## config.mk

```make
export PLATFORM = sky130hd
export DESIGN_NAME = fpd_ctrl
export DESIGN_NICKNAME = d
export VERILOG_FILES = /design/src/hdl/fpd_ctrl.v
export VERILOG_INCLUDE_DIRS = /design/src /design/src/hdl
export SDC_FILE = /design/constraint.sdc
export NUM_CORES = 1
export LEC_CHECK = 0
export ABC_AREA = 1
export ABC_CLOCK_PERIOD_IN_PS = 2800
export BUFFER_PORTS_ARGS = -buffer_cell sky130_fd_sc_hd__buf_4
export CAP_MARGIN = 20
export CORE_MARGIN = 5
export CORE_UTILIZATION = 55
export DETAILED_ROUTE_END_ITERATION = 8
export PLACE_DENSITY = 0.78
export SLEW_MARGIN = 30
export SYNTH_ARGS = -nofsm -noshare
export SYNTH_HDL_FRONTEND = slang
export SYNTH_SLANG_ARGS = --single-unit
```

## constraint.sdc

```tcl
create_clock -name SYS_CLK -period 2.8 [get_ports SYS_CLK]
set_input_delay 0.56 -clock SYS_CLK [delete_from_list [all_inputs] [get_ports SYS_CLK]]
set_output_delay 0.56 -clock SYS_CLK [all_outputs]
set_load 0.02 [all_outputs]
```

## src/hdl/fpd_regs.vh

```
// Purpose: Register map, field positions and reset values of the fractional PLL divider control.
// Assumes: 32-bit APB data, each register one aligned word.
// Notes: Offsets below are word indices; the byte address is four times the index. 0x44 and 0x45 are local choices.
`ifndef FPD_REGS_VH
`define FPD_REGS_VH
`define FPD_IDX_INT_LO 8'h10
`define FPD_IDX_INT_HI 8'h11
`define FPD_IDX_CAL 8'h12
`define FPD_IDX_PNUM 8'h14
`define FPD_IDX_AUX 8'h17
`define FPD_IDX_REFDIV 8'h1F
`define FPD_IDX_REFMODE 8'h22
`define FPD_IDX_TRACK 8'h23
`define FPD_IDX_OUTPWR 8'h25
`define FPD_IDX_MODOFF 8'h2B
`define FPD_IDX_THR33 8'h2D
`define FPD_IDX_THR5A 8'h2E
`define FPD_IDX_THR5B 8'h2F
`define FPD_IDX_REV 8'h06
`define FPD_IDX_STATUS 8'h40
`define FPD_IDX_ACT_FRAC 8'h41
`define FPD_IDX_ACT_AUX 8'h42
`define FPD_IDX_ACT_REF 8'h43
`define FPD_IDX_FILTER 8'h44
`define FPD_IDX_PDPOL 8'h45
`define FPD_BIAS_LSB 4
`define FPD_BIT_PDPOL 0
`define FPD_RST_FILTER 3'h0
`define FPD_RST_BIAS 2'h0
`define FPD_RST_PDPOL 1'h0
`define FPD_BIT_AUTOCAL 6
`define FPD_BIT_REFMODE 6
`define FPD_BIT_TRACK 1
`define FPD_BIT_MODOFF 0
`define FPD_BIT_DOUBLER 5
`define FPD_BIT_HALVER 6
`define FPD_CP_LSB 8
`define FPD_AUXDEN_LSB 16
`define FPD_RST_AUXDEN 14'h0002
`define FPD_RST_REFDIV 5'h00
`define FPD_RST_THR 3'h0
`define FPD_BAND_STEPS 4'hB
`define FPD_STEP_CYCLES 5'h10
`define FPD_BAND_LAST 8'hFF
`endif

```

## src/hdl/fpd_ctrl.v

```verilog
// Purpose: APB-programmed digital control of a fractional-N synthesizer divider, reference path and VCO calibration.
// Assumes: SYS_CLK 250 MHz, RST_N asynchronous active low, REF_DIV_CLK_IN is a reference-counter output level.
// Notes: Double-buffered settings load in one cycle on a write to the integer low register.
// Overview of operation
// - Reference-mode bit one selects differential input and enables the pair current source.
// - PFD clock equals reference times doubler factor over counter times halver factor.
// - Reference counter divides by 1 through 32 and drives the phase detector.
// - Feedback ratio is whole part plus numerators over fixed 2^25 denominator.
// - Primary numerator accepts 0 to 33,554,431.
// - Auxiliary numerator 0 to 16,383, auxiliary denominator 2 to 16,383, 14 bits.
// - Integer-N mode when both numerators are zero.
// - Numerators, denominator, doubler, halver, counter, pump current are shadowed until commit.
// - Commit with calibration enabled starts selection over four cores of 256 bands.
// - During selection the tuning input ties to the internal reference.
// - Selection is clocked by the reference counter output, then loop resumes.
// - Silicon revision field is readable.
// - Two-bit output current field selects four tail current levels.
// - Tracking filter enable makes filter settings follow output frequency.
//
// The implementer's own choices: the APB register port and the placing of the registers.
`include "fpd_regs.vh"
module fpd_ctrl #(
  parameter [7:0] REVISION = 8'h05 // Arbitrary value.
) (
  input wire SYS_CLK,
  input wire RST_N,
  input wire PSEL,
  input wire PENABLE,
  input wire PWRITE,
  input wire [11:0] PADDR,
  input wire [31:0] PWDATA,
  output wire PREADY,
  output wire PSLVERR,
  output reg [31:0] PRDATA,
  input wire REF_DIV_CLK_IN,
  output reg [15:0] INT_WORD,
  output reg [24:0] FRAC_WORD,
  output reg [13:0] AUX_NUM,
  output reg [13:0] AUX_DEN,
  output reg DOUBLER_EN,
  output reg REF_HALVER_BIT,
  output reg [5:0] REF_DIV_RATIO,
  output reg [3:0] CP_CURRENT,
  output reg INTEGER_MODE,
  output reg MODULATOR_OFF,
  output reg REF_DIFF_MODE,
  output reg REF_PAIR_CURRENT_EN,
  output reg TUNE_TO_INTERNAL_REF,
  output reg [1:0] VCO_CORE,
  output reg [7:0] VCO_BAND,
  output reg CAL_BUSY,
  output reg [1:0] OUT_CURRENT,
  output reg TRACK_FILTER_AUTO,
  output reg [2:0] THR_33V,
  output reg [2:0] THR_5V_A,
  output reg [2:0] THR_5V_B
);
  // Band selection states.
  localparam ST_IDLE = 1'b0;
  localparam ST_CAL = 1'b1;
  // Software-written and staged settings.
  reg [15:0] int_q;
  reg autocal_q;
  reg [24:0] pnum_sh_q;
  reg [13:0] anum_sh_q;
  reg [13:0] aden_sh_q;
  reg dbl_sh_q;
  reg half_sh_q;
  reg [4:0] rdiv_sh_q;
  reg [3:0] cp_sh_q;
  reg refmode_q;
  reg track_q;
  reg [1:0] outpwr_q;
  reg modoff_q;
  // Doubler filter code, bias and detector polarity, held for software readback only.
  // They reach no port, so they do not change the divider or the calibration.
  reg [2:0] filt_code_q;
  reg [1:0] filt_bias_q;
  reg pd_pos_q;
  // Reference synchroniser stages.
  reg ref_s1_q;
  reg ref_s2_q;
  reg ref_s3_q;
  // Band selection state.
  reg st_q;
  reg [3:0] step_q;
  reg [4:0] tick_q;
  reg cal_start_q;
  // Bus decode.
  wire wr_en;
  wire [9:0] idx;
  wire commit;
  wire ref_rise;
  // Word index from a byte address.
  function [9:0] word_idx;
    input [11:0] a;
    begin
      word_idx = a[11:2];
    end
  endfunction
  assign idx = word_idx(PADDR);
  assign wr_en = PSEL & PENABLE & PWRITE;
  assign commit = wr_en & (idx == {2'b00, `FPD_IDX_INT_LO});
  assign PREADY = 1'b1;
  assign PSLVERR = 1'b0;
  // Software-writable and shadow registers.
  always @(posedge SYS_CLK or negedge RST_N) begin
    if (!RST_N) begin
      int_q <= 16'h0000;
      autocal_q <= 1'b0;
      pnum_sh_q <= 25'h0000000;
      anum_sh_q <= 14'h0000;
      aden_sh_q <= `FPD_RST_AUXDEN;
      dbl_sh_q <= 1'b0;
      half_sh_q <= 1'b0;
      rdiv_sh_q <= `FPD_RST_REFDIV;
      cp_sh_q <= 4'h0;
      refmode_q <= 1'b0;
      track_q <= 1'b0;
      outpwr_q <= 2'h0;
      modoff_q <= 1'b0;
      filt_code_q <= `FPD_RST_FILTER;
      filt_bias_q <= `FPD_RST_BIAS;
      pd_pos_q <= `FPD_RST_PDPOL;
      THR_33V <= `FPD_RST_THR;
      THR_5V_A <= `FPD_RST_THR;
      THR_5V_B <= `FPD_RST_THR;
    end else if (wr_en) begin
      case (idx)
        {2'b00, `FPD_IDX_INT_LO}: int_q[7:0] <= PWDATA[7:0];
        {2'b00, `FPD_IDX_INT_HI}: int_q[15:8] <= PWDATA[7:0];
        {2'b00, `FPD_IDX_CAL}: autocal_q <= PWDATA[`FPD_BIT_AUTOCAL];
        {2'b00, `FPD_IDX_PNUM}: pnum_sh_q <= PWDATA[24:0];
        {2'b00, `FPD_IDX_AUX}: begin
          anum_sh_q <= PWDATA[13:0];
          aden_sh_q <= PWDATA[`FPD_AUXDEN_LSB+13:`FPD_AUXDEN_LSB];
        end
        {2'b00, `FPD_IDX_REFDIV}: begin
          rdiv_sh_q <= PWDATA[4:0];
          dbl_sh_q <= PWDATA[`FPD_BIT_DOUBLER];
          half_sh_q <= PWDATA[`FPD_BIT_HALVER];
          cp_sh_q <= PWDATA[`FPD_CP_LSB+3:`FPD_CP_LSB];
        end
        {2'b00, `FPD_IDX_REFMODE}: refmode_q <= PWDATA[`FPD_BIT_REFMODE];
        {2'b00, `FPD_IDX_TRACK}: track_q <= PWDATA[`FPD_BIT_TRACK];
        {2'b00, `FPD_IDX_OUTPWR}: outpwr_q <= PWDATA[1:0];
        {2'b00, `FPD_IDX_MODOFF}: modoff_q <= PWDATA[`FPD_BIT_MODOFF];
        {2'b00, `FPD_IDX_THR33}: THR_33V <= PWDATA[2:0];
        {2'b00, `FPD_IDX_THR5A}: THR_5V_A <= PWDATA[2:0];
        {2'b00, `FPD_IDX_THR5B}: THR_5V_B <= PWDATA[2:0];
        {2'b00, `FPD_IDX_FILTER}: begin
          filt_code_q <= PWDATA[2:0];
          filt_bias_q <= PWDATA[`FPD_BIAS_LSB+1:`FPD_BIAS_LSB];
        end
        {2'b00, `FPD_IDX_PDPOL}: pd_pos_q <= PWDATA[`FPD_BIT_PDPOL];
        default: autocal_q <= autocal_q;
      endcase
    end
  end
  // Active divider settings; the whole set loads at once on commit.
  always @(posedge SYS_CLK or negedge RST_N) begin
    if (!RST_N) begin
      INT_WORD <= 16'h0000;
      FRAC_WORD <= 25'h0000000;
      AUX_NUM <= 14'h0000;
      AUX_DEN <= `FPD_RST_AUXDEN;
      DOUBLER_EN <= 1'b0;
      REF_HALVER_BIT <= 1'b0;
      REF_DIV_RATIO <= 6'h01;
      CP_CURRENT <= 4'h0;
      INTEGER_MODE <= 1'b1;
    end else if (commit) begin
      INT_WORD <= {int_q[15:8], PWDATA[7:0]};
      FRAC_WORD <= pnum_sh_q;
      AUX_NUM <= anum_sh_q;
      AUX_DEN <= aden_sh_q;
      DOUBLER_EN <= dbl_sh_q;
      REF_HALVER_BIT <= half_sh_q;
      REF_DIV_RATIO <= {1'b0, rdiv_sh_q} + 6'h01;
      CP_CURRENT <= cp_sh_q;
      INTEGER_MODE <= (pnum_sh_q == 25'h0000000) && (anum_sh_q == 14'h0000);
    end
  end
  // Direct controls that need no buffering.
  always @(posedge SYS_CLK or negedge RST_N) begin
    if (!RST_N) begin
      REF_DIFF_MODE <= 1'b0;
      REF_PAIR_CURRENT_EN <= 1'b0;
      OUT_CURRENT <= 2'h0;
      TRACK_FILTER_AUTO <= 1'b0;
      MODULATOR_OFF <= 1'b0;
    end else begin
      REF_DIFF_MODE <= refmode_q;
      REF_PAIR_CURRENT_EN <= refmode_q;
      OUT_CURRENT <= outpwr_q;
      TRACK_FILTER_AUTO <= track_q;
      MODULATOR_OFF <= modoff_q & INTEGER_MODE;
    end
  end
  // Synchroniser and edge detect for the reference-counter clock.
  always @(posedge SYS_CLK or negedge RST_N) begin
    if (!RST_N) begin
      ref_s1_q <= 1'b0;
      ref_s2_q <= 1'b0;
      ref_s3_q <= 1'b0;
    end else begin
      ref_s1_q <= REF_DIV_CLK_IN;
      ref_s2_q <= ref_s1_q;
      ref_s3_q <= ref_s2_q;
    end
  end
  // Rising edge of the synchronised level; the low reset value matches the idle pin, so no false edge.
  assign ref_rise = ref_s2_q & ~ref_s3_q;
  // Band selection: a fixed walk of two core increments then nine halving band steps, no comparison, one step per sixteen reference ticks.
  always @(posedge SYS_CLK or negedge RST_N) begin
    if (!RST_N) begin
      st_q <= ST_IDLE;
      step_q <= 4'h0;
      tick_q <= 5'h00;
      VCO_CORE <= 2'h0;
      VCO_BAND <= 8'h00;
      CAL_BUSY <= 1'b0;
      TUNE_TO_INTERNAL_REF <= 1'b0;
      cal_start_q <= 1'b0;
    end else begin
      // Start waits one cycle so that the active settings have loaded first.
      cal_start_q <= commit & autocal_q;
      case (st_q)
        ST_IDLE: begin
          if (cal_start_q) begin
            st_q <= ST_CAL;
            step_q <= 4'h0;
            tick_q <= 5'h00;
            VCO_CORE <= 2'h0;
            VCO_BAND <= 8'h00;
            CAL_BUSY <= 1'b1;
            TUNE_TO_INTERNAL_REF <= 1'b1;
          end
        end
        ST_CAL: begin
          if (ref_rise) begin
            if (tick_q == `FPD_STEP_CYCLES - 5'h01) begin
              tick_q <= 5'h00;
              if (step_q < 4'h2)
                VCO_CORE <= VCO_CORE + 2'h1;
              else
                VCO_BAND <= VCO_BAND + (`FPD_BAND_LAST >> (step_q - 4'h2)) + 8'h01;
              if (step_q == `FPD_BAND_STEPS - 4'h1) begin
                st_q <= ST_IDLE;
                CAL_BUSY <= 1'b0;
                TUNE_TO_INTERNAL_REF <= 1'b0;
              end else begin
                step_q <= step_q + 4'h1;
              end
            end else begin
              tick_q <= tick_q + 5'h01;
            end
          end
        end
        default: st_q <= ST_IDLE;
      endcase
    end
  end
  // Read mux.
  always @(posedge SYS_CLK or negedge RST_N) begin
    if (!RST_N) begin
      PRDATA <= 32'h00000000;
    end else if (PSEL & ~PENABLE & ~PWRITE) begin
      case (idx)
        {2'b00, `FPD_IDX_REV}: PRDATA <= {24'h000000, REVISION};
        {2'b00, `FPD_IDX_INT_LO}: PRDATA <= {24'h000000, int_q[7:0]};
        {2'b00, `FPD_IDX_INT_HI}: PRDATA <= {24'h000000, int_q[15:8]};
        {2'b00, `FPD_IDX_CAL}: PRDATA <= {25'h0000000, autocal_q, 6'h00};
        {2'b00, `FPD_IDX_PNUM}: PRDATA <= {7'h00, pnum_sh_q};
        {2'b00, `FPD_IDX_AUX}: PRDATA <= {2'h0, aden_sh_q, 2'h0, anum_sh_q};
        {2'b00, `FPD_IDX_REFDIV}: PRDATA <= {20'h00000, cp_sh_q, 1'b0, half_sh_q, dbl_sh_q, rdiv_sh_q};
        {2'b00, `FPD_IDX_REFMODE}: PRDATA <= {25'h0000000, refmode_q, 6'h00};
        {2'b00, `FPD_IDX_TRACK}: PRDATA <= {30'h00000000, track_q, 1'b0};
        {2'b00, `FPD_IDX_OUTPWR}: PRDATA <= {30'h00000000, outpwr_q};
        {2'b00, `FPD_IDX_MODOFF}: PRDATA <= {31'h00000000, modoff_q};
        {2'b00, `FPD_IDX_THR33}: PRDATA <= {29'h00000000, THR_33V};
        {2'b00, `FPD_IDX_THR5A}: PRDATA <= {29'h00000000, THR_5V_A};
        {2'b00, `FPD_IDX_THR5B}: PRDATA <= {29'h00000000, THR_5V_B};
        {2'b00, `FPD_IDX_FILTER}: PRDATA <= {26'h0000000, filt_bias_q, 1'b0, filt_code_q};
        {2'b00, `FPD_IDX_PDPOL}: PRDATA <= {31'h00000000, pd_pos_q};
        {2'b00, `FPD_IDX_STATUS}: PRDATA <= {20'h00000, INTEGER_MODE, CAL_BUSY, VCO_CORE, VCO_BAND};
        {2'b00, `FPD_IDX_ACT_FRAC}: PRDATA <= {7'h00, FRAC_WORD};
        {2'b00, `FPD_IDX_ACT_AUX}: PRDATA <= {2'h0, AUX_DEN, 2'h0, AUX_NUM};
        {2'b00, `FPD_IDX_ACT_REF}: PRDATA <= {10'h000, CP_CURRENT, INT_WORD, REF_HALVER_BIT, DOUBLER_EN};
        default: PRDATA <= 32'h00000000;
      endcase
    end
  end
endmodule // fpd_ctrl

```

# After elaboration in Yosys (flattened, before gate mapping)
# Index checks and enable logic that the tools add are counted.
# totals
elab_cells	147
inputBits	50
out_inout_bits	143
register_bits	245
# op_classes
shift	1
magnitude_cmp	1
bitwise_logic	12
n_reduce_logical	23
addsub	7
muxes	30
n_eq_ne	29
# ops
operator	count
case mux 30 bit (20 select lines)	1
equality test 10 x 6 -> 1 bit, second input constant	7
equality test 10 x 5 -> 1 bit, second input constant	6
equality test 10 x 7 -> 1 bit, second input constant	6
two-way mux 8 bit	4
AND reduction 2 bit	16
zero test 25 bit	1
two-way mux 4 bit	4
case mux 8 bit (2 select lines)	1
AND reduction 4 bit	4
two-way mux 5 bit	3
zero test 14 bit	1
equality test 10 x 3 -> 1 bit, second input constant	1
case mux 5 bit (2 select lines)	1
adder 8 x 1 -> 8 bit, second input constant	1
adder 8 bit	1
bitwise AND 1 bit	8
two-way mux 1 bit	8
two-way mux 2 bit	4
!= test 2 x 1 -> 1 bit, second input constant	4
case mux 4 bit (2 select lines)	1
right shift 8 x 4 -> 8 bit, first input constant	1
adder 5 x 1 -> 6 bit, second input constant	1
!= test 2 bit, second input constant	3
11 further kinds	15

# Depth between registers and ports, before layout
# depth
depth_word	8
ltp_mapped	15
ltp_nobuf	14

# Worst setup path after synthesis
# Ideal clock, no wire load.
# synth_path
path_type	flip-flop to flip-flop
start	reg step_q[1]
end	reg VCO_BAND[6]
period_less_slack_ns	2.476
path_buffers	1
stages_incl_launch_ff	16
t_required_ns	2.717
setup_ns	0.083
slack_ns	0.324
arrival_time_ns	2.393
cell_sequence	dfrtp_1 > inv_1 > ha_1 > inv_1 > ha_1 > clkbuf_1 > a21oi_1 > inv_1 > fa_1 > o21ai_0 > nand2_1 > nand2_1 > a21oi_1 > nand2_1 > nand2_1 > o21ai_0
# synth_via
elab_chain_len	8
elab_cells_between_ends	11
cone_classes	3 x add/sub; 1 x order compare; 1 x eq/ne; 1 x shift; 4 x mux; 1 x reduce/logical
# synth_rtl
element	line	source
start, declared	fpd_ctrl.v:86	reg [3:0] step_q;
start signal, assigned	fpd_ctrl.v:253	step_q <= step_q + 4'h1;
subtractor 4 x 2 -> 4 bit	fpd_ctrl.v:247	VCO_BAND <= VCO_BAND + (`FPD_BAND_LAST >> (step_q - 4'h2)) + 8'h01;
right shift 8 x 4 -> 8 bit (no source line)	n/a	
adder 8 bit	fpd_ctrl.v:247	
adder 8 x 1 -> 8 bit	fpd_ctrl.v:247	
two-way mux 8 bit	fpd_ctrl.v:244	if (step_q < 4'h2)
two-way mux 8 bit	fpd_ctrl.v:242	if (tick_q == `FPD_STEP_CYCLES - 5'h01) begin
two-way mux 8 bit	fpd_ctrl.v:241	if (ref_rise) begin
case mux 8 bit (2 select lines)	fpd_ctrl.v:228	case (st_q)
end signal, assigned	fpd_ctrl.v:247	
end, declared	fpd_ctrl.v:50	output reg [7:0] VCO_BAND,
# Parallel ways exist; a longest one is shown, timed or not. The select of a mux whose other input is x is not followed.
# A chain may end at the register's enable or synchronous reset.

# Worst setup path after layout
# layout_path
start	reg step_q[2]
end	reg VCO_BAND[6]
# The elaborated chain is that of the path after synthesis.

==> results.toml <==
[outcome]
outcome = "finished clean"

[global_route]
grt_pass1_wl_um = 57010
grt_pass1_vias = 10143
grt_remaining_overflow = 0
antenna_found_initial = 0
grt_max_degree = 78
track_usage = 0.3053

[pwr]
power.density_nw_per_um2 = 524.9
power_mw = 7.206
leakage_nw = 6.984
ir_drop_v = 0.0005990

[sta]
setup_viol = 0
tightest_slew_ns = 0.6859
whs_ns = 0.1149
max_slew_margin = 0.5427
finalCritPeriodShare = 0.8973
finalMaxSlewViolations = 0
fin_tns_setup_ns = 0
rsz0062_at_grt = "false"
fmax_mhz = 398.0
min_period_ns = 2.512
finalHoldViolCount = 0
finClkSkew_ns = 0.01748

[final_layout]
stdcell_area_um2 = 13730
antennaDiodeCount = 0
nNetsFinal = 1639
final_cells = 1860
synthToLayoutAreaGrowth_pct = 22.37
drive_gt1_frac = 0.1855

[place]
portBuffers = 184
dp_cells = 1815
dp_hpwl_um = 27020
place_area_um2 = 12850
gp_congestion = 0.9836

[logic_synthesis]
synth_cell_types = 45
ys_seq_elements = 235
yosysMostFrequentCell = "nand2_1"
synth-seq-area-share = 0.5246
avgSynthCellArea_um2 = 8.054
yosys.area.top_type = "dfrtp_1"
syn_area_um2 = 11220
synth_cells = 1393
synth.area.top_cells = "dfrtp_1 52%, nand2_1 15%, o21ai_0 7.2%, inv_1 4.8%, nor2_1 3.0%"
ys_warn_count = 0
netlist_top_cells_count = "448 x nand2_1, 231 x dfrtp_1, 162 x o21ai_0"
synth-edff-count = 0
synth_ff_type = "dfrtp_1"
async_reset_ff_frac = 1.000
synth_top_area_frac = 0.5152

[floorplan]
initial_core_util = 0.5563
fp.dieH_um = 152.8
die-area_um2 = 23360
die_w_um = 152.8
fp.coreArea_um2 = 20170
row_count = 52
pin_count = 193

[route]
viasPerCell = 5.640
ant_nets = 0
dr_total_vias = 10491
routed_wirelength_um = 36310
drt_iter0_drc = 1014
drc = 0
routedWlPerCell_um = 19.52
drt_pass1_iterations = 6

[worst_setup_path]
worstPathArrival_ns = 2.93
reg2reg_slack_ns = 0.29
worst-path-max-fanout = 6
endpoint_kind = "flop"
worst_ep_required_time_ns = 3.22
crit_type = "reg -> reg"
worst_setup_path_start_kind = "flop"

[worst_hold_path]
worst_hold_path_type = "in -> reg"

[clock_network]
clk_path_buf_depth = 3
cts.clk_slew.worst_paths_ns = 0.06
cts_tree = "yes"
post_cts_buffers = 0
cts_root_buf = "clkbuf_16"
clk_latency_ns = 0.55
htreeDepth = 1
numCtsBuffers = 25
clock-sinks = 235

[run]
drv_cap = 0
## final cells by class
class                           count  area, um2
Multi-Input combinational cell    950       4456
Inverter                          147      554.3
Sequential cell                   235       5886
Tap cell                          270      337.8
Clock inverter                     14      170.2
Timing Repair Buffer              214       1642
Clock buffer                       30      684.4
Fill cell                        1694       6440
## state kept, by name, indices dropped and copies added, names as in the netlist, 14 cells and up
| signal | cells |
|---|---|
| anum_sh_q | 14 |
| aden_sh_q | 14 |
| pnum_sh_q | 25 |
| PRDATA | 30 |
| FRAC_WORD | 25 |
| AUX_NUM | 14 |
| int_q | 15 |
| AUX_DEN | 14 |
## where the power goes
part | leakage [nW] | total [mW] | internal (mW) | switching [mW]
logic | 3.39 | 0.310 | 0.0925 | 0.218
clock network | 0.426 | 3.47 | 2.03 | 1.44
registers | 3.17 | 3.43 | 3.41 | 0.0169
## kinds of logic after synthesis
logic type,share of synthesized area
AND/OR/NAND/NOR,0.2441
AO/OA/AOI/OAI,0.1152
flip-flops,0.5246
buffers and inverters,0.08029
adder cells (fa/ha/maj),0.01851
multiplexers,0.01037
XOR/XNOR,0.006245
other,0.0006694
## worst paths after layout
| path | start | end | cells after the start |
|---|---|---|---|
| hold reg to reg | ref_s1_q | ref_s2_q | 0 |
| setup reg to reg | step_q[2] | VCO_BAND[6] | 15 |
| setup / recovery | step_q[2] | VCO_BAND[6] | 15 |
| hold / removal | REF_DIV_CLK_IN | ref_s1_q | 1 |
| max in group asynchronous | RST_N | int_q[8] | 3 |
| min in group asynchronous | RST_N | MODULATOR_OFF | 2 |
## layout by cell type (no fill, tap or decap), types with 19 or more instances in the layout
master / instances
a21oi_1: 19
buf_4: 210
clkbuf_16: 25
nand4_1: 22
o21ai_1: 53
inv_1: 140
nor2_1: 91
nand3_1: 66
o21ai_0: 161
nand2_1: 448
dfrtp_1: 231
## timing repair
item,4_1_cts,5_1_grt
gates resized for setup,0,5
hold endpoints to repair,43,0
hold buffers,1,0
endpoints found under the setup margin,0,2
## worst max-delay path, stage by stage, from the launching register on
cell,delay (ns)
dfrtp_1,0.40
inv_2,0.10
ha_1,0.15
inv_1,0.04
ha_2,0.40
buf_4,0.15
nor2_1,0.04
ha_1,0.34
a21oi_1,0.18
o21ai_2,0.09
nand2_1,0.07
nand2_1,0.05
a21oi_1,0.16
nand2_1,0.07
nand2_1,0.05
o21ai_0,0.07
## stage by stage
stage / utilization / setup slack (ns)
after floorplan: - / 0.3244
after global placement: 0.6373 / 0.1483
after detailed placement: 0.6373 / 0.06920
after CTS: 0.6802 / 0.03511
after global routing: 0.6807 / 0.05213
final: 0.6807 / 0.2876
## per-layer routing
layer	GRT usage	routed length [um]
met5	0	0
met2	0.4830	16750
met3	0.06135	3770
met4	0.08528	1023
met1	0.4341	14770
Power figures use the tool's default switching activity.
